==> src/include/ddc_pkg.sv <==
// Purpose: Shared constants and types for the disk drive control port.
// Assumes: 50 MHz system clock, 32-bit register port with byte offsets.
// Notes:   Register offsets and step timing are local choices.
package ddc_pkg;

  // ----------------------------------------------------------------
  // Widths
  // ----------------------------------------------------------------
  localparam int ADDR_W = 8;
  localparam int DATA_W = 32;
  localparam int CYL_W  = 16;
  localparam int HEAD_W = 4;
  localparam int CMD_W  = 3;
  localparam int RTY_W  = 8;
  localparam int TM_W   = 16;

  // ----------------------------------------------------------------
  // Register offsets
  // ----------------------------------------------------------------
  localparam logic [ADDR_W-1:0] OFS_CTRL   = 8'h00;
  localparam logic [ADDR_W-1:0] OFS_HEAD   = 8'h04;
  localparam logic [ADDR_W-1:0] OFS_RWC    = 8'h08;
  localparam logic [ADDR_W-1:0] OFS_TARGET = 8'h0C;
  localparam logic [ADDR_W-1:0] OFS_CMD    = 8'h10;
  localparam logic [ADDR_W-1:0] OFS_STATUS = 8'h14;
  localparam logic [ADDR_W-1:0] OFS_CYL    = 8'h18;
  localparam logic [ADDR_W-1:0] OFS_RETRY  = 8'h1C;

  // Control register fields
  localparam int CTRL_UNIT   = 0;
  localparam int CTRL_SEL_EN = 1;

  // Status register fields
  localparam int ST_BUSY      = 0;
  localparam int ST_READY     = 1;
  localparam int ST_SEEK_DONE = 2;
  localparam int ST_TRK0      = 3;
  localparam int ST_FAULT     = 4;
  localparam int ST_INDEX     = 5;
  localparam int ST_STICKY    = 6;
  localparam int STICKY_W     = 4;
  localparam int ST_RWC       = 10;

  // Sticky flag positions inside the sticky group
  localparam int SK_DONE    = 0;
  localparam int SK_FAULT   = 1;
  localparam int SK_TIMEOUT = 2;
  localparam int SK_REFUSED = 3;

  // Reset values
  localparam logic [CYL_W-1:0] RWC_RST   = 16'hFFFF;
  localparam logic [RTY_W-1:0] RETRY_RST = 8'h08;

  // ----------------------------------------------------------------
  // Commands written to the command register
  // ----------------------------------------------------------------
  localparam logic [CMD_W-1:0] CMD_SEEK   = 3'h1;
  localparam logic [CMD_W-1:0] CMD_WRITE  = 3'h2;
  localparam logic [CMD_W-1:0] CMD_READ   = 3'h3;
  localparam logic [CMD_W-1:0] CMD_FORMAT = 3'h4;
  localparam logic [CMD_W-1:0] CMD_RECAL  = 3'h5;
  localparam logic [CMD_W-1:0] CMD_ABORT  = 3'h6;

  // Step direction levels on the cable
  localparam logic DIR_IN  = 1'b0;
  localparam logic DIR_OUT = 1'b1;

  // ----------------------------------------------------------------
  // Timing
  // ----------------------------------------------------------------
  localparam int CLK_MHZ     = 50;
  localparam int STEP_HI_US  = 8;
  localparam int STEP_GAP_US = 17;
  localparam int STEP_HI_CYC  = STEP_HI_US * CLK_MHZ;
  localparam int STEP_GAP_CYC = STEP_GAP_US * CLK_MHZ;
  localparam int MAX_STEPS    = 1024;

  // ----------------------------------------------------------------
  // Types
  // ----------------------------------------------------------------
  typedef struct packed {
    logic seek_complete;
    logic track_zero;
    logic write_fault;
    logic index;
    logic drive_ready;
  } ddc_drv_in_t;

  typedef struct packed {
    logic [HEAD_W-1:0] head_sel;
    logic              reduce_write_current;
    logic              write_gate;
    logic              step;
    logic              step_direction;
    logic              unit_select_0;
    logic              unit_select_1;
  } ddc_drv_out_t;

  typedef enum logic [3:0] {
    S_IDLE,
    S_DECIDE,
    S_STEP_GAP,
    S_STEP_HI,
    S_SETTLE,
    S_WRITE,
    S_READ,
    S_FMT_WAIT,
    S_FMT_WRITE
  } ddc_state_t;

endpackage : ddc_pkg

==> src/hw/ddc_sync.sv <==
// Purpose: Two-stage synchroniser for the drive status lines.
// Assumes: Inputs are asynchronous levels from the cable.
// Notes:   Only the second stage is visible outside.
`timescale 1ns/1ps
module ddc_sync #(
  parameter int WIDTH = 1
) (
  input  wire logic             clk_sys,
  input  wire logic             sys_rst,
  input  wire logic             clk_en,
  input  wire logic [WIDTH-1:0] d_async,
  output logic      [WIDTH-1:0] q
);

  logic [WIDTH-1:0] meta;

  if (WIDTH < 1) begin : g_chk
    $error("ddc_sync: WIDTH must be at least 1");
  end

  always_ff @(posedge clk_sys) begin
    if (sys_rst) begin
      meta <= '0;
      q    <= '0;
    end else if (clk_en) begin
      meta <= d_async;
      q    <= meta;
    end
  end

endmodule : ddc_sync

==> src/hw/ddc_port.sv <==
// Purpose: Drive control side of a two-drive disk controller: select, head, step, write gate.
// Assumes: Drive lines are asynchronous; data path signals share clk_sys.
// Notes:   Transfers seek to the target cylinder first, then wait for seek complete.
//
// The strobed register port and the placing of the registers are this design's own decisions.
`timescale 1ns/1ps
// Summary of operation
// - Drive four-bit head number to drives
// - Reduce write current from configured cylinder onward
// - Write gate only while valid data written
// - Drop write gate at once on fault
// - Fault aborts command, refuses new ones
// - Index syncs formatting and times retries
// - One step pulse per cylinder crossed
// - Direction low inward, high outward
// - Select line zero drive 0, one drive 1
// - Only addressed drive acts on shared lines
module ddc_port #(
  parameter int STEP_HI_CYC  = ddc_pkg::STEP_HI_CYC,
  parameter int STEP_GAP_CYC = ddc_pkg::STEP_GAP_CYC,
  parameter int MAX_STEPS    = ddc_pkg::MAX_STEPS
) (
  input  wire logic                        clk_sys,
  input  wire logic                        sys_rst,
  input  wire logic                        clk_en,
  input  wire logic [ddc_pkg::ADDR_W-1:0]  bus_addr,
  input  wire logic [ddc_pkg::DATA_W-1:0]  bus_wdata,
  input  wire logic                        bus_wr,
  input  wire logic                        bus_rd,
  output logic      [ddc_pkg::DATA_W-1:0]  bus_rdata,
  input  wire ddc_pkg::ddc_drv_in_t        drv_in,
  output ddc_pkg::ddc_drv_out_t            drv_out,
  input  wire logic                        wr_data_valid,
  input  wire logic                        wr_done,
  input  wire logic                        rd_done,
  output logic                             xfer_write,
  output logic                             xfer_read
);

  // ----------------------------------------------------------------
  // Elaboration checks
  // ----------------------------------------------------------------
  if (STEP_HI_CYC < 1 || STEP_HI_CYC >= (1 << ddc_pkg::TM_W) || STEP_GAP_CYC < 1 ||
      STEP_GAP_CYC >= (1 << ddc_pkg::TM_W) || MAX_STEPS < 1 || MAX_STEPS >= (1 << ddc_pkg::CYL_W)) begin : g_chk
    $error("ddc_port: timing parameter out of range");
  end

  // ----------------------------------------------------------------
  // Declarations
  // ----------------------------------------------------------------
  ddc_pkg::ddc_drv_in_t           drv_s;
  ddc_pkg::ddc_state_t            state, next_state;
  logic [ddc_pkg::HEAD_W-1:0]     head;
  logic [ddc_pkg::CYL_W-1:0]      rwc_cyl, target_cyl, cur_cyl, step_total;
  logic [ddc_pkg::RTY_W-1:0]      retry_limit, idx_cnt;
  logic [ddc_pkg::TM_W-1:0]       tm;
  logic [ddc_pkg::CMD_W-1:0]      op, cmd_code;
  logic [ddc_pkg::STICKY_W-1:0]   sticky, sticky_set, sticky_clr;
  logic                           ctrl_unit, ctrl_sel_en, dir, idx_d, index_rise, fault, ready, busy;
  logic                           cmd_wr, cmd_xfer, cmd_abort, start, refuse, step_end, timeout;
  logic                           done_evt, gate_req;

  // ----------------------------------------------------------------
  // Drive input synchronisation
  // ----------------------------------------------------------------
  ddc_sync #(.WIDTH($bits(ddc_pkg::ddc_drv_in_t))) u_sync (
    .clk_sys (clk_sys),
    .sys_rst (sys_rst),
    .clk_en  (clk_en),
    .d_async (drv_in),
    .q       (drv_s)
  );

  // Drive inputs count only while a unit is selected, since a deselected drive may not answer
  assign index_rise = ctrl_sel_en & drv_s.index & ~idx_d;
  assign fault      = ctrl_sel_en & drv_s.write_fault;
  assign ready      = ctrl_sel_en & drv_s.drive_ready;
  assign busy       = (state != ddc_pkg::S_IDLE);

  // ----------------------------------------------------------------
  // Command decode
  // ----------------------------------------------------------------
  assign cmd_wr    = bus_wr && (bus_addr == ddc_pkg::OFS_CMD);
  assign cmd_code  = bus_wdata[ddc_pkg::CMD_W-1:0];
  assign cmd_abort = cmd_wr && (cmd_code == ddc_pkg::CMD_ABORT);
  assign cmd_xfer  = cmd_wr && (cmd_code >= ddc_pkg::CMD_SEEK) && (cmd_code <= ddc_pkg::CMD_RECAL);
  // Refused while a fault stands or the drive is not up to speed
  assign refuse    = cmd_xfer && !busy && (fault || !ready);
  assign start     = cmd_xfer && !busy && !fault && ready;

  assign step_end  = (state == ddc_pkg::S_STEP_HI) && (tm == ddc_pkg::TM_W'(STEP_HI_CYC - 1));
  // Revolutions serve as the time base for giving up
  assign timeout   = busy && (idx_cnt > retry_limit);

  // ----------------------------------------------------------------
  // Sequencer
  // ----------------------------------------------------------------
  always_comb begin
    next_state = state;
    done_evt   = 1'b0;
    case (state)
      ddc_pkg::S_IDLE: begin
        if (start) begin
          next_state = ddc_pkg::S_DECIDE;
        end
      end
      ddc_pkg::S_DECIDE: begin
        if (op == ddc_pkg::CMD_RECAL) begin
          next_state = drv_s.track_zero ? ddc_pkg::S_SETTLE : ddc_pkg::S_STEP_GAP;
        end else if (cur_cyl == target_cyl) begin
          next_state = ddc_pkg::S_SETTLE;
        end else begin
          next_state = ddc_pkg::S_STEP_GAP;
        end
      end
      ddc_pkg::S_STEP_GAP: begin
        // Track zero arrives late through the synchroniser; stop here so no pulse goes past it
        if (op == ddc_pkg::CMD_RECAL && drv_s.track_zero) begin
          next_state = ddc_pkg::S_SETTLE;
        end else if (tm == ddc_pkg::TM_W'(STEP_GAP_CYC - 1)) begin
          next_state = ddc_pkg::S_STEP_HI;
        end
      end
      ddc_pkg::S_STEP_HI: begin
        if (step_end) begin
          next_state = ddc_pkg::S_DECIDE;
        end
      end
      ddc_pkg::S_SETTLE: begin
        if (drv_s.seek_complete) begin
          if (op == ddc_pkg::CMD_WRITE) begin
            next_state = ddc_pkg::S_WRITE;
          end else if (op == ddc_pkg::CMD_READ) begin
            next_state = ddc_pkg::S_READ;
          end else if (op == ddc_pkg::CMD_FORMAT) begin
            next_state = ddc_pkg::S_FMT_WAIT;
          end else begin
            next_state = ddc_pkg::S_IDLE;
            done_evt   = 1'b1;
          end
        end
      end
      ddc_pkg::S_WRITE: begin
        if (wr_done) begin
          next_state = ddc_pkg::S_IDLE;
          done_evt   = 1'b1;
        end
      end
      ddc_pkg::S_READ: begin
        if (rd_done) begin
          next_state = ddc_pkg::S_IDLE;
          done_evt   = 1'b1;
        end
      end
      ddc_pkg::S_FMT_WAIT: begin
        if (index_rise) begin
          next_state = ddc_pkg::S_FMT_WRITE;
        end
      end
      ddc_pkg::S_FMT_WRITE: begin
        if (index_rise) begin
          next_state = ddc_pkg::S_IDLE;
          done_evt   = 1'b1;
        end
      end
      default: begin
        next_state = ddc_pkg::S_IDLE;
      end
    endcase
    // Fault, abort, timeout and a step count reaching MAX_STEPS on any command all end the command
    if (busy && (fault || cmd_abort || timeout || step_total >= ddc_pkg::CYL_W'(MAX_STEPS))) begin
      next_state = ddc_pkg::S_IDLE;
      done_evt   = 1'b0;
    end
  end

  always_ff @(posedge clk_sys) begin
    if (sys_rst) begin
      state <= ddc_pkg::S_IDLE;
      op    <= ddc_pkg::CMD_SEEK;
    end else if (clk_en) begin
      state <= next_state;
      if (start) begin
        op <= cmd_code;
      end
    end
  end

  // Shared timer for step gap and pulse width
  always_ff @(posedge clk_sys) begin
    if (sys_rst) begin
      tm <= '0;
    end else if (clk_en) begin
      tm <= (next_state != state) ? '0 : tm + 1'b1;
    end
  end

  always_ff @(posedge clk_sys) begin
    if (sys_rst) begin
      idx_cnt <= '0;
      idx_d   <= 1'b0;
    end else if (clk_en) begin
      idx_d <= drv_s.index;
      if (next_state != state || !busy) begin
        idx_cnt <= '0;
      end else if (index_rise && idx_cnt != '1) begin
        idx_cnt <= idx_cnt + 1'b1;
      end
    end
  end

  // ----------------------------------------------------------------
  // Head position tracking
  // ----------------------------------------------------------------
  always_ff @(posedge clk_sys) begin
    if (sys_rst) begin
      dir <= ddc_pkg::DIR_IN;
    end else if (clk_en && state == ddc_pkg::S_DECIDE) begin
      // Direction settles a full gap before the pulse and holds through it
      if (op == ddc_pkg::CMD_RECAL || target_cyl < cur_cyl) begin
        dir <= ddc_pkg::DIR_OUT;
      end else begin
        dir <= ddc_pkg::DIR_IN;
      end
    end
  end

  always_ff @(posedge clk_sys) begin
    if (sys_rst) begin
      cur_cyl    <= '0;
      step_total <= '0;
    end else if (clk_en) begin
      step_total <= start ? '0 : step_total + ddc_pkg::CYL_W'(step_end);
      if (next_state == ddc_pkg::S_SETTLE && op == ddc_pkg::CMD_RECAL && drv_s.track_zero) begin
        cur_cyl <= '0;
      end else if (step_end) begin
        // Each pulse moves one cylinder, except an outward pulse at cylinder zero, which leaves the count at zero
        if (dir == ddc_pkg::DIR_IN) begin
          cur_cyl <= cur_cyl + 1'b1;
        end else if (cur_cyl != '0) begin
          cur_cyl <= cur_cyl - 1'b1;
        end
      end
    end
  end

  // ----------------------------------------------------------------
  // Registers written by software
  // ----------------------------------------------------------------
  always_ff @(posedge clk_sys) begin
    if (sys_rst) begin
      ctrl_unit   <= 1'b0;
      ctrl_sel_en <= 1'b0;
      head        <= '0;
      rwc_cyl     <= ddc_pkg::RWC_RST;
      target_cyl  <= '0;
      retry_limit <= ddc_pkg::RETRY_RST;
    end else if (clk_en && bus_wr) begin
      // Unit and target stay frozen while a command runs
      if (bus_addr == ddc_pkg::OFS_CTRL && !busy) begin
        ctrl_unit   <= bus_wdata[ddc_pkg::CTRL_UNIT];
        ctrl_sel_en <= bus_wdata[ddc_pkg::CTRL_SEL_EN];
      end else if (bus_addr == ddc_pkg::OFS_HEAD) begin
        head <= bus_wdata[ddc_pkg::HEAD_W-1:0];
      end else if (bus_addr == ddc_pkg::OFS_RWC) begin
        rwc_cyl <= bus_wdata[ddc_pkg::CYL_W-1:0];
      end else if (bus_addr == ddc_pkg::OFS_TARGET && !busy) begin
        target_cyl <= bus_wdata[ddc_pkg::CYL_W-1:0];
      end else if (bus_addr == ddc_pkg::OFS_RETRY) begin
        retry_limit <= bus_wdata[ddc_pkg::RTY_W-1:0];
      end
    end
  end

  // Sticky flags: write one to clear; a new event in the same cycle wins
  always_comb begin
    sticky_set = '0;
    sticky_set[ddc_pkg::SK_DONE]    = done_evt;
    sticky_set[ddc_pkg::SK_FAULT]   = busy && fault;
    sticky_set[ddc_pkg::SK_TIMEOUT] = timeout;
    sticky_set[ddc_pkg::SK_REFUSED] = refuse;
    sticky_clr = '0;
    if (bus_wr && bus_addr == ddc_pkg::OFS_STATUS) begin
      sticky_clr = bus_wdata[ddc_pkg::ST_STICKY +: ddc_pkg::STICKY_W];
    end
  end

  always_ff @(posedge clk_sys) begin
    if (sys_rst) begin
      sticky <= '0;
    end else if (clk_en) begin
      sticky <= (sticky & ~sticky_clr) | sticky_set;
    end
  end

  // ----------------------------------------------------------------
  // Read port
  // ----------------------------------------------------------------
  always_ff @(posedge clk_sys) begin
    if (sys_rst) begin
      bus_rdata <= '0;
    end else if (clk_en) begin
      bus_rdata <= '0;
      if (bus_rd) begin
        if (bus_addr == ddc_pkg::OFS_CTRL) begin
          bus_rdata[ddc_pkg::CTRL_UNIT]   <= ctrl_unit;
          bus_rdata[ddc_pkg::CTRL_SEL_EN] <= ctrl_sel_en;
        end else if (bus_addr == ddc_pkg::OFS_HEAD) begin
          bus_rdata[ddc_pkg::HEAD_W-1:0] <= head;
        end else if (bus_addr == ddc_pkg::OFS_RWC) begin
          bus_rdata[ddc_pkg::CYL_W-1:0] <= rwc_cyl;
        end else if (bus_addr == ddc_pkg::OFS_TARGET) begin
          bus_rdata[ddc_pkg::CYL_W-1:0] <= target_cyl;
        end else if (bus_addr == ddc_pkg::OFS_STATUS) begin
          bus_rdata[ddc_pkg::ST_BUSY]      <= busy;
          bus_rdata[ddc_pkg::ST_READY]     <= ready;
          bus_rdata[ddc_pkg::ST_SEEK_DONE] <= ctrl_sel_en & drv_s.seek_complete;
          bus_rdata[ddc_pkg::ST_TRK0]      <= ctrl_sel_en & drv_s.track_zero;
          bus_rdata[ddc_pkg::ST_FAULT]     <= fault;
          bus_rdata[ddc_pkg::ST_INDEX]     <= ctrl_sel_en & drv_s.index;
          bus_rdata[ddc_pkg::ST_STICKY +: ddc_pkg::STICKY_W] <= sticky;
          bus_rdata[ddc_pkg::ST_RWC]       <= drv_out.reduce_write_current;
        end else if (bus_addr == ddc_pkg::OFS_CYL) begin
          bus_rdata[ddc_pkg::CYL_W-1:0] <= cur_cyl;
        end else if (bus_addr == ddc_pkg::OFS_RETRY) begin
          bus_rdata[ddc_pkg::RTY_W-1:0] <= retry_limit;
        end
      end
    end
  end

  // ----------------------------------------------------------------
  // Cable outputs
  // ----------------------------------------------------------------
  // Gate needs data and no fault; the fault term also cuts it in the cycle it is seen
  assign gate_req = (state == ddc_pkg::S_WRITE || state == ddc_pkg::S_FMT_WRITE) &&
                    (next_state == state) && wr_data_valid && !fault;

  always_ff @(posedge clk_sys) begin
    if (sys_rst) begin
      drv_out    <= '0;
      xfer_write <= 1'b0;
      xfer_read  <= 1'b0;
    end else if (clk_en) begin
      drv_out.unit_select_0        <= ctrl_sel_en & ~ctrl_unit;
      drv_out.unit_select_1        <= ctrl_sel_en & ctrl_unit;
      drv_out.head_sel             <= ctrl_sel_en ? head : '0;
      drv_out.reduce_write_current <= ctrl_sel_en && (cur_cyl >= rwc_cyl);
      drv_out.write_gate           <= ctrl_sel_en & gate_req;
      drv_out.step                 <= ctrl_sel_en && (next_state == ddc_pkg::S_STEP_HI);
      drv_out.step_direction       <= dir;
      xfer_write                   <= (next_state == ddc_pkg::S_WRITE) || (next_state == ddc_pkg::S_FMT_WRITE);
      xfer_read                    <= (next_state == ddc_pkg::S_READ);
    end
  end

endmodule : ddc_port

==> config.mk <==
export PLATFORM = sky130hd
export DESIGN_NAME = ddc_port
export DESIGN_NICKNAME = d
export VERILOG_FILES = /design/src/include/ddc_pkg.sv /design/src/hw/ddc_sync.sv /design/src/hw/ddc_port.sv
export SDC_FILE = /design/constraint.sdc
export NUM_CORES = 1
export LEC_CHECK = 0
export BUFFER_PORTS_ARGS = -buffer_cell sky130_fd_sc_hd__buf_2
export CORE_UTILIZATION = 25
export CTS_CLUSTER_DIAMETER = 30
export CTS_CLUSTER_SIZE = 24
export DETAILED_ROUTE_END_ITERATION = 8
export GPL_ROUTABILITY_DRIVEN = 0
export PLACE_DENSITY = 0.43
export SLEW_MARGIN = 20
export SYNTH_ARGS = -nofsm -noshare
export SYNTH_HDL_FRONTEND = slang
export SYNTH_SLANG_ARGS = --single-unit
==> constraint.sdc <==
create_clock -name clk_sys -period 3.4 [get_ports clk_sys]
set_clock_uncertainty 0.2 [all_clocks]
set_input_delay 0.85 -clock clk_sys [delete_from_list [all_inputs] [get_ports clk_sys]]
set_output_delay 0.85 -clock clk_sys [all_outputs]
set_load 0.005 [all_outputs]
==> flow_metrics.tcl, run 1 <==
set metrics [dict create \
    chipWidth_um 188 \
    mappedNetlistArea_um2 8670 \
    crit_top_cell "buf_4" \
    synth.largest_area_cell "dfxtp_1" \
    grt_pass1_vias 7756 \
    yosysWarnings 0 \
    drt-pass1-iter-count 5 \
    syn_avg_cell_area_um2 8.07 \
    grt_pass1_wl_um 44600 \
    ys_async_sr_fraction_pct 0 \
    route.detailed.drc 0 \
    maxCapViolCount 0 \
    holdPathEnd "drv_out[3]$_SDFFE_PP0P_" \
    path_max_fanout 8 \
    final_common_cell "dfxtp_1" \
    vdd_ir_drop_max_mv 0.318 \
    critical_path_required_ns 3.48 \
    cts_buffers 17 \
    fin_cells 1665 \
    cpLargestDelayFamily "simple AND/OR/NAND/NOR gates" \
    place_inst 1631 \
    end_kind "flop" \
    gr-total-overflow 0 \
    worst-r2r-cell-count 11 \
    floorplan.initialDensity_pct 25.6 \
    synth_edf_count 0 \
    rsz0062_at_grt "true" \
    finalMaxSlewViolations 0 \
    routed_via_density 4.83 \
    finalHoldViolations 0 \
    drive_gt1_share_pct 18.2 \
    synth.top_cell.area_share_pct 35.3 \
    cts_tree "done" \
    min_from "drv_out[3]$_SDFFE_PP0P_" \
    synthFlopType "dfxtp_1" \
    grt_usage_pct 16.3 \
    synth_cell_type_count 67 \
    synth-seq-area-share_pct 35.3 \
    syn2layout_area_growth_pct 24.6 \
    whs_path_depth 2 \
    r2r_setup_slack_ns 0.10 \
    rr_startpoint "step_total[12]$_SDFFE_PP0P_" \
    fmax_mhz 303 \
    cts.sinks 153 \
    ys_ff_latch 153 \
    slew_headroom_pct 36.3 \
    antenna_found_initial 0 \
    fillers 3640 \
    drt_iter0_markers 523 \
    max-clock-path-buffers 2 \
    synth_area_leaders "dfxtp_1 35%, ha_1 8.5%, nor2_1 6.0%, nand2_1 5.5%, a21oi_1 4.4%" \
    status "complete, no violations" \
    synth_cells 1075 \
    arrival_ns 3.38 \
    r2r-end "cur_cyl[6]$_SDFFE_PP0P_" \
    vias 8038 \
    finish.utilization_pct 31.9 \
    leakage_uw 0.00453 \
    clockRootBuffer "clkbuf_16" \
    report.power.total_uw 3990 \
    max_stage_delay_ns 0.55 \
    clock_latency_ns 0.44 \
    clkTransAtPathRegs_ns 0.07 \
    boundaryPins 97 \
    fp.dieH_um 188 \
    ctsHtreeMaxLevel 4 \
    min-delay-path-class "flop to flop" \
    start_kind "flop" \
    multi_input_area_um2 5270 \
    layout_worst_path_cycle_share_pct 97.0 \
    fin_nets 1317 \
    path_cells "or4_4 -> a2111oi_4 -> o31ai_2 -> maj3_2 -> buf_4 -> nor3_1 -> nor4b_2 -> o21ai_1 -> buf_4 -> a22oi_1 -> nor2_1" \
    worst_pin_slew_ns 0.953 \
    coreArea_um2 33900 \
    regArea_um2 3070 \
    setup_viol 0 \
    antenna_cells 0 \
    hpwlAfterDp_um 21100 \
    p_per_area_nw_per_um2 369 \
    grt_max_degree 65 \
    rows 67 \
    layout_common_cells "151 x dfxtp_1, 138 x nor2_1, 128 x nand2_1" \
    layout_min_cycle_time_ns 3.30 \
    cp_num_buf_inv 2 \
    crit_path_top_delay_cell "or4_4" \
    die-area_um2 35400 \
    crit_type "flop to flop" \
    postRouteWirelength_um 28400 \
    io_buffers 64 \
    drt.antenna.violating_nets 0 \
    hold_buffers 0 \
    post_drt_wl_per_cell_um 17.0 \
]
-- final cells by class --
type	count	area share, %
Clock inverter	9	1.05
Sequential cell	153	28.4
Inverter	51	1.77
Timing Repair Buffer	165	10.3
Multi-Input combinational cell	816	48.8
Tap cell	448	5.19
Clock buffer	23	4.51
-- what timing repair did --
item                       CTS  global route
buffers inserted             0             2
pin swaps                    0             7
setup endpoints to repair   20            36
gates resized for setup      6             9
hold endpoints to repair     0             0
-- layer usage --
layer | track usage, % | vias to the layer above | wire length (um)
met5 | 0 | - | 0
met4 | 4.07 | 0 | 316
met3 | 2.61 | 21 | 771
met2 | 27.2 | 131 | 13600
met1 | 21.9 | 3825 | 13700
li1 | - | 4061 | -
-- stage by stage --
step                      instance area (um^2)  hold WS [ns]  TNS (ns)  setup WS, ns
after floorplan                           8760         0.250         0        0.0536
after global placement                   10100         0.250     -8.60        -0.280
after detailed placement                 10100         0.255     -7.71        -0.263
after CTS                                10700         0.264         0       0.00156
after global routing                     10800         0.301    -0.635       -0.0813
final                                    10800         0.261         0         0.104
-- cell families (layout without fill, tap and decap cells) --
family / Yosys count / after routing / share of synthesized area, %
and+or+nand+nor: 433 / 433 / 24.0
buffers and inverters: 121 / 248 / 5.96
other: 1 / 16 / 0.0432
xor gates and xnor gates: 40 / 40 / 4.04
adders and majority gates: 61 / 61 / 8.87
DFF: 153 / 153 / 35.3
AOI/OAI and AO/OA: 233 / 233 / 18.0
muxes: 33 / 33 / 3.81
-- worst max-delay path by stage --
stage / from / end / slack, ns / depth (start not counted)
CTS: step_total[12]$_SDFFE_PP0P_ / idx_cnt[2]$_SDFFE_PP0P_ / 0.002 / 9
global placement: bus_addr[1] / tm[12]$_SDFFE_PP0P_ / -0.28 / 14
floorplan: bus_addr[5] / idx_cnt[2]$_SDFFE_PP0P_ / 0.05 / 9
finish: step_total[12]$_SDFFE_PP0P_ / cur_cyl[6]$_SDFFE_PP0P_ / 0.10 / 11
detailed placement: bus_addr[1] / idx_cnt[2]$_SDFFE_PP0P_ / -0.26 / 12
global route: step_total[12]$_SDFFE_PP0P_ / cur_cyl[10]$_SDFFE_PP0P_ / -0.08 / 11
-- power by group --
part | total, uW | switching [uW] | leakage [uW] | internal [uW]
clock network | 1970 | 805 | 0.000286 | 1160
logic | 205 | 134 | 0.00301 | 70.9
registers | 1810 | 10.5 | 0.00124 | 1800
-- sequential cells by signal (all words and copies together) (netlist names), 5 cells and up --
register	flops
bus_rdata	16
cur_cyl	16
rwc_cyl	16
step_total	16
target_cyl	16
tm	16
drv_out	10
idx_cnt	8
retry_limit	8
u_sync.meta	5
u_sync.q	5
-- worst min-delay path: stages, from the launching register on --
cell	delay (ns)
dfxtp_1	0.31
nand2_1	0.06
a21oi_1	0.05
-- synthesized netlist by cell type, drive strengths merged (10+ instances only) --
library cell / n
xor2: 24
nor2b: 10
inv: 51
nand3: 29
a22oi: 32
xnor2: 16
nor2: 139
dfxtp: 153
nor3: 19
buf: 23
nand2: 128
a21oi: 76
ha: 59
a31oi: 17
mux2i: 33
o21ai: 20
and3: 17
clkbuf: 47
a21o: 16
nor4: 10
a211oi: 17
nand4: 22
o211ai: 19
(Power assumes the default switching activity.)
==> run 2: changes to the inputs <==
clock period = 3 ns   (was 3.4 ns; I/O delays follow)
==> flow_metrics.tcl, run 2 (synthesis gave the netlist of run 1 again) <==
set metrics [dict create \
    worst_pin_slew_ns 1.07 \
    rows 67 \
    drt.antenna.violating_nets 0 \
    chipWidth_um 188 \
    hpwlAfterDp_um 21800 \
    grt_pass1_vias 8031 \
    worst_slack_ns -0.231 \
    finalMaxSlewViolations 0 \
    vdd_ir_drop_max_mv 0.259 \
    arrival_ns 3.35 \
    finalHoldViolations 0 \
    rsz0062_at_grt "true" \
    routed_via_density 4.77 \
    ctsHtreeMaxLevel 4 \
    floorplan.initialDensity_pct 25.6 \
    drive_gt1_share_pct 26.6 \
    start_kind "flop" \
    place_inst 1712 \
    cts_buffers 17 \
    post_drt_wl_per_cell_um 16.8 \
    postRouteWirelength_um 29500 \
    drt_iter0_markers 420 \
    fin_cells 1751 \
    antenna_found_initial 0 \
    finish.utilization_pct 34.7 \
    crit_path_top_delay_cell "or4_4" \
    route.detailed.drc 0 \
    fin_nets 1403 \
    coreArea_um2 33900 \
    cp_num_buf_inv 0 \
    critical_path_required_ns 3.12 \
    leakage_uw 0.00503 \
    p_per_area_nw_per_um2 376 \
    grt_usage_pct 16.7 \
    final_common_cell "buf_4" \
    layout_worst_path_cycle_share_pct 108 \
    clockRootBuffer "clkbuf_16" \
    boundaryPins 97 \
    setup_viol 42 \
    cts.sinks 153 \
    maxCapViolCount 0 \
    die-area_um2 35400 \
    path_cells "or4_4 -> a2111oi_4 -> o31ai_2 -> maj3_2 -> or2_4 -> a211oi_4 -> a211oi_2 -> and4_1 -> a311o_1" \
    status "complete, but fails checks" \
    cts_tree "done" \
    min-delay-path-class "flop to flop" \
    clock_latency_ns 0.44 \
    cpLargestDelayFamily "compound AO/OA/AOI/OAI gates" \
    clkTransAtPathRegs_ns 0.07 \
    slew_headroom_pct 28.5 \
    violations "setup timing" \
    path_max_fanout 5 \
    end_kind "flop" \
    drt-pass1-iter-count 5 \
    fp.dieH_um 188 \
    syn2layout_area_growth_pct 35.4 \
    grt_max_degree 65 \
    layout_min_cycle_time_ns 3.23 \
    crit_type "flop to flop" \
    grt_pass1_wl_um 45900 \
    antenna_cells 0 \
    max-clock-path-buffers 2 \
    fmax_mhz 310 \
    max_stage_delay_ns 0.55 \
    gr-total-overflow 0 \
    hold_buffers 0 \
    layout_common_cells "177 x buf_4, 151 x dfxtp_1, 138 x nor2_1" \
    io_buffers 64 \
    vias 8361 \
]
==> run 2: changes by cell type in the layout (fill, tap and decap cells not counted), moves of 4 or more <==
cell | before | now
a211oi_1 | 13 | 7
a211oi_2 | 1 | 9
a22oi_1 | 32 | 21
a22oi_2 | 0 | 11
buf_12 | 3 | 7
buf_4 | 99 | 177
o21ai_0 | 18 | 13
==> run 2: repair_timing <==
| action | CTS | global route |
|---|---|---|
| resized for setup | 27 | 37 |
| cloned | 0 | 1 |
| endpoints found under the setup margin | 43 | 46 |
| setup buffers | 5 | 2 |
| pin swaps | 12 | 14 |
==> run 2: report_power, final <==
part | internal (uW) | switching [uW]
clock network | 1170 | 947
logic | 91.0 | 155
registers | 2040 | 9.93
==> run 2: worst min-delay path, cell delays in order, from the launching register on <==
cell and delay, ns:
dfxtp_1 0.31, nand2_1 0.06, a21oi_1 0.05
==> run 2: through the flow <==
| step | instance area, um^2 | setup WS [ns] | setup TNS [ns] | power [uW] | hold WS (ns) |
|---|---|---|---|---|---|
| after floorplan | 8820 | -0.149 | -1.54 | 2220 | 0.250 |
| after global placement | 10800 | -0.442 | -14.60 | 2340 | 0.253 |
| after detailed placement | 10800 | -0.495 | -16.33 | 2340 | 0.253 |
| after CTS | 11500 | -0.268 | -6.24 | 4460 | 0.263 |
| after global routing | 11700 | -0.357 | -11.80 | 4590 | 0.299 |
| final | 11700 | -0.231 | -6.30 | 4410 | 0.259 |
==> run 2: path summary, 6_finish.rpt <==
path / startpoint / endpoint / slack, ns / cells after the start
worst min-delay path: drv_out[3]$_SDFFE_PP0P_ / drv_out[3]$_SDFFE_PP0P_ / 0.26 / 2
worst max register to register: step_total[12]$_SDFFE_PP0P_ / idx_cnt[2]$_SDFFE_PP0P_ / -0.23 / 9
worst max-delay path: step_total[12]$_SDFFE_PP0P_ / idx_cnt[2]$_SDFFE_PP0P_ / -0.23 / 9
worst min register to register: drv_out[3]$_SDFFE_PP0P_ / drv_out[3]$_SDFFE_PP0P_ / 0.26 / 2
==> run 2: metal layers <==
layer,wire length [um],GRT usage (%),vias up
met4,469,4.47,0
met2,14000,27.8,141
li1,-,-,4238
met1,14100,22.2,3959
met3,952,2.66,23
met5,0,0,-
==> run 2: cell type report <==
class                           count  area, um^2
Inverter                           51         191
Timing Repair Buffer              251        1840
Clock inverter                     13         119
Clock buffer                       19         443
Sequential cell                   153        3070
Fill cell                        3589       22100
Multi-Input combinational cell    816        5520
Tap cell                          448         561
==> run 3: changes to the inputs <==
CORE_MARGIN = 2   (was default)
CTS_BUF_LIST = sky130_fd_sc_hd__clkbuf_4 sky130_fd_sc_hd__clkbuf_8 sky130_fd_sc_hd__clkbuf_16   (was default)
PLACE_DENSITY = 0.42   (was 0.43)
clock period = 4.02 ns   (was 3 ns; I/O delays follow)
==> flow_metrics.tcl, run 3 (synthesis gave the netlist of run 1 again) <==
set metrics [dict create \
    grt_usage_pct 15.8 \
    slew_headroom_pct 33.2 \
    die-area_um2 36200 \
    min-delay-path-class "flop to flop" \
    drive_gt1_share_pct 15.0 \
    max-clock-path-buffers 2 \
    cts_tree "done" \
    start_kind "flop" \
    worst_pin_slew_ns 0.999 \
    chipWidth_um 190 \
    grt_pass1_vias 7632 \
    clock_latency_ns 0.44 \
    ctsHtreeMaxLevel 4 \
    leakage_uw 0.00434 \
    r2r_setup_slack_ns 0.31 \
    final_cell_area_um2 10400 \
    drt-pass1-iter-count 5 \
    path_cells "or4_4 -> a2111oi_4 -> o31ai_1 -> buf_4 -> maj3_2 -> or2_4 -> a211oi_2 -> buf_4 -> a211oi_1 -> and4_1 -> a311o_1" \
    status "complete, no violations" \
    antenna_cells 0 \
    syn2layout_area_growth_pct 20.3 \
    grt_max_degree 68 \
    layout_worst_path_cycle_share_pct 92.4 \
    cts_resized 0 \
    setup_viol 0 \
    r2r-end "idx_cnt[2]$_SDFFE_PP0P_" \
    antenna_found_initial 0 \
    final_common_cell "dfxtp_1" \
    dpl_cell_area_um2 9830 \
    holdPathEnd "bus_rdata[0]$_SDFFE_PP0P_" \
    cp_num_buf_inv 2 \
    post_drt_wl_per_cell_um 17.0 \
    floorplan.initialDensity_pct 25.2 \
    cts_buffers 17 \
    finalMaxSlewViolations 0 \
    clkTransAtPathRegs_ns 0.06 \
    end_kind "flop" \
    io_buffers 64 \
    clockRootBuffer "clkbuf_16" \
    layout_min_cycle_time_ns 3.71 \
    hold_buffers 0 \
    crit_type "flop to flop" \
    gr-total-overflow 0 \
    fin_nets 1283 \
    min_from "bus_rdata[0]$_SDFFE_PP0P_" \
    arrival_ns 3.83 \
    postRouteWirelength_um 27800 \
    route.detailed.drc 0 \
    finalHoldViolations 0 \
    routed_via_density 4.81 \
    max_stage_delay_ns 0.56 \
    hpwlAfterDp_um 20500 \
    post-cts-setup-buffer-count 0 \
    critical_path_required_ns 4.14 \
    rows 68 \
    coreArea_um2 34400 \
    rr_startpoint "step_total[12]$_SDFFE_PP0P_" \
    report.power.total_uw 3350 \
    whs_path_depth 2 \
    crit_top_cell "buf_4" \
    grt_pass1_wl_um 44100 \
    vdd_ir_drop_max_mv 0.293 \
    cts.sinks 153 \
    maxCapViolCount 0 \
    fp.dieH_um 190 \
    drt.antenna.violating_nets 0 \
    layout_common_cells "153 x dfxtp_1, 138 x nor2_1, 128 x nand2_1" \
    crit_path_top_delay_cell "or4_4" \
    worst-r2r-cell-count 11 \
    boundaryPins 97 \
    p_per_area_nw_per_um2 321 \
    path_max_fanout 5 \
    drt_iter0_markers 528 \
    fmax_mhz 269 \
    rsz0062_at_grt "false" \
    cpLargestDelayFamily "compound AO/OA/AOI/OAI gates" \
    vias 7873 \
]
==> run 3: metal layers <==
layer,share of wire [%],wire [um],vias to the layer above,global-route usage (%)
met1,51,14000,3687,22.1
met2,44,12200,158,24.8
met4,1.4,393,0,4.29
li1,-,-,4004,-
met3,4.2,1160,24,2.74
met5,0,0,-,0
==> run 3: where the power goes <==
group | total [uW] | internal [uW] | switching [uW]
Clock | 1660 | 952 | 708
Sequential | 1530 | 1520 | 9.61
Combinational | 159 | 52.4 | 106
Total | 3350 | 2530 | 824
==> run 3: final cells by class <==
type / instances / area, um^2
multi-input cells: 816 / 5160
clock inverters: 13 / 141
flip-flops and latches: 153 / 3060
fillers: 3767 / 23900
well taps: 455 / 569
clock buffers: 19 / 453
inverters: 51 / 191
repair buffers: 131 / 851
==> run 3: worst reg2reg max path, delay by kind of cell (launching register included) <==
| kind | cells | cell delay (ns) |
|---|---|---|
| AND/OR/NAND/NOR | 3 | 1.05 |
| adder cells (fa/ha/maj) | 1 | 0.36 |
| AO/OA/AOI/OAI | 5 | 1.32 |
| buffers and inverters | 2 | 0.33 |
| flip-flops | 1 | 0.34 |
==> run 3: how the worst max path moves through the flow <==
stage | slack (ns) | cells after the start | startpoint | end
6_report | 0.31 | 11 | step_total[12]$_SDFFE_PP0P_ | idx_cnt[2]$_SDFFE_PP0P_
5_1_grt | 0.05 | 13 | step_total[12]$_SDFFE_PP0P_ | cur_cyl[2]$_SDFFE_PP0P_
4_1_cts | 0.17 | 13 | step_total[12]$_SDFFE_PP0P_ | cur_cyl[10]$_SDFFE_PP0P_
3_5_place_dp | -0.07 | 14 | bus_addr[5] | idx_cnt[2]$_SDFFE_PP0P_
3_3_place_gp | -0.11 | 14 | bus_addr[5] | idx_cnt[2]$_SDFFE_PP0P_
2_1_floorplan | 0.29 | 9 | bus_addr[5] | idx_cnt[2]$_SDFFE_PP0P_
==> run 3: stage by stage <==
| stage | utilization (%) | setup WS [ns] | cells | hold WS (ns) | setup TNS, ns |
|---|---|---|---|---|---|
| after floorplan | - | 0.290 | 1090 | 0.250 | 0 |
| after global placement | 28.6 | -0.110 | 1606 | 0.253 | -0.241 |
| after detailed placement | 28.6 | -0.0670 | 1606 | 0.252 | -0.137 |
| after CTS | 30.3 | 0.172 | 1638 | 0.263 | 0 |
| after global routing | 30.3 | 0.0476 | 1638 | 0.275 | 0 |
| final | 30.3 | 0.307 | 1638 | 0.260 | 0 |
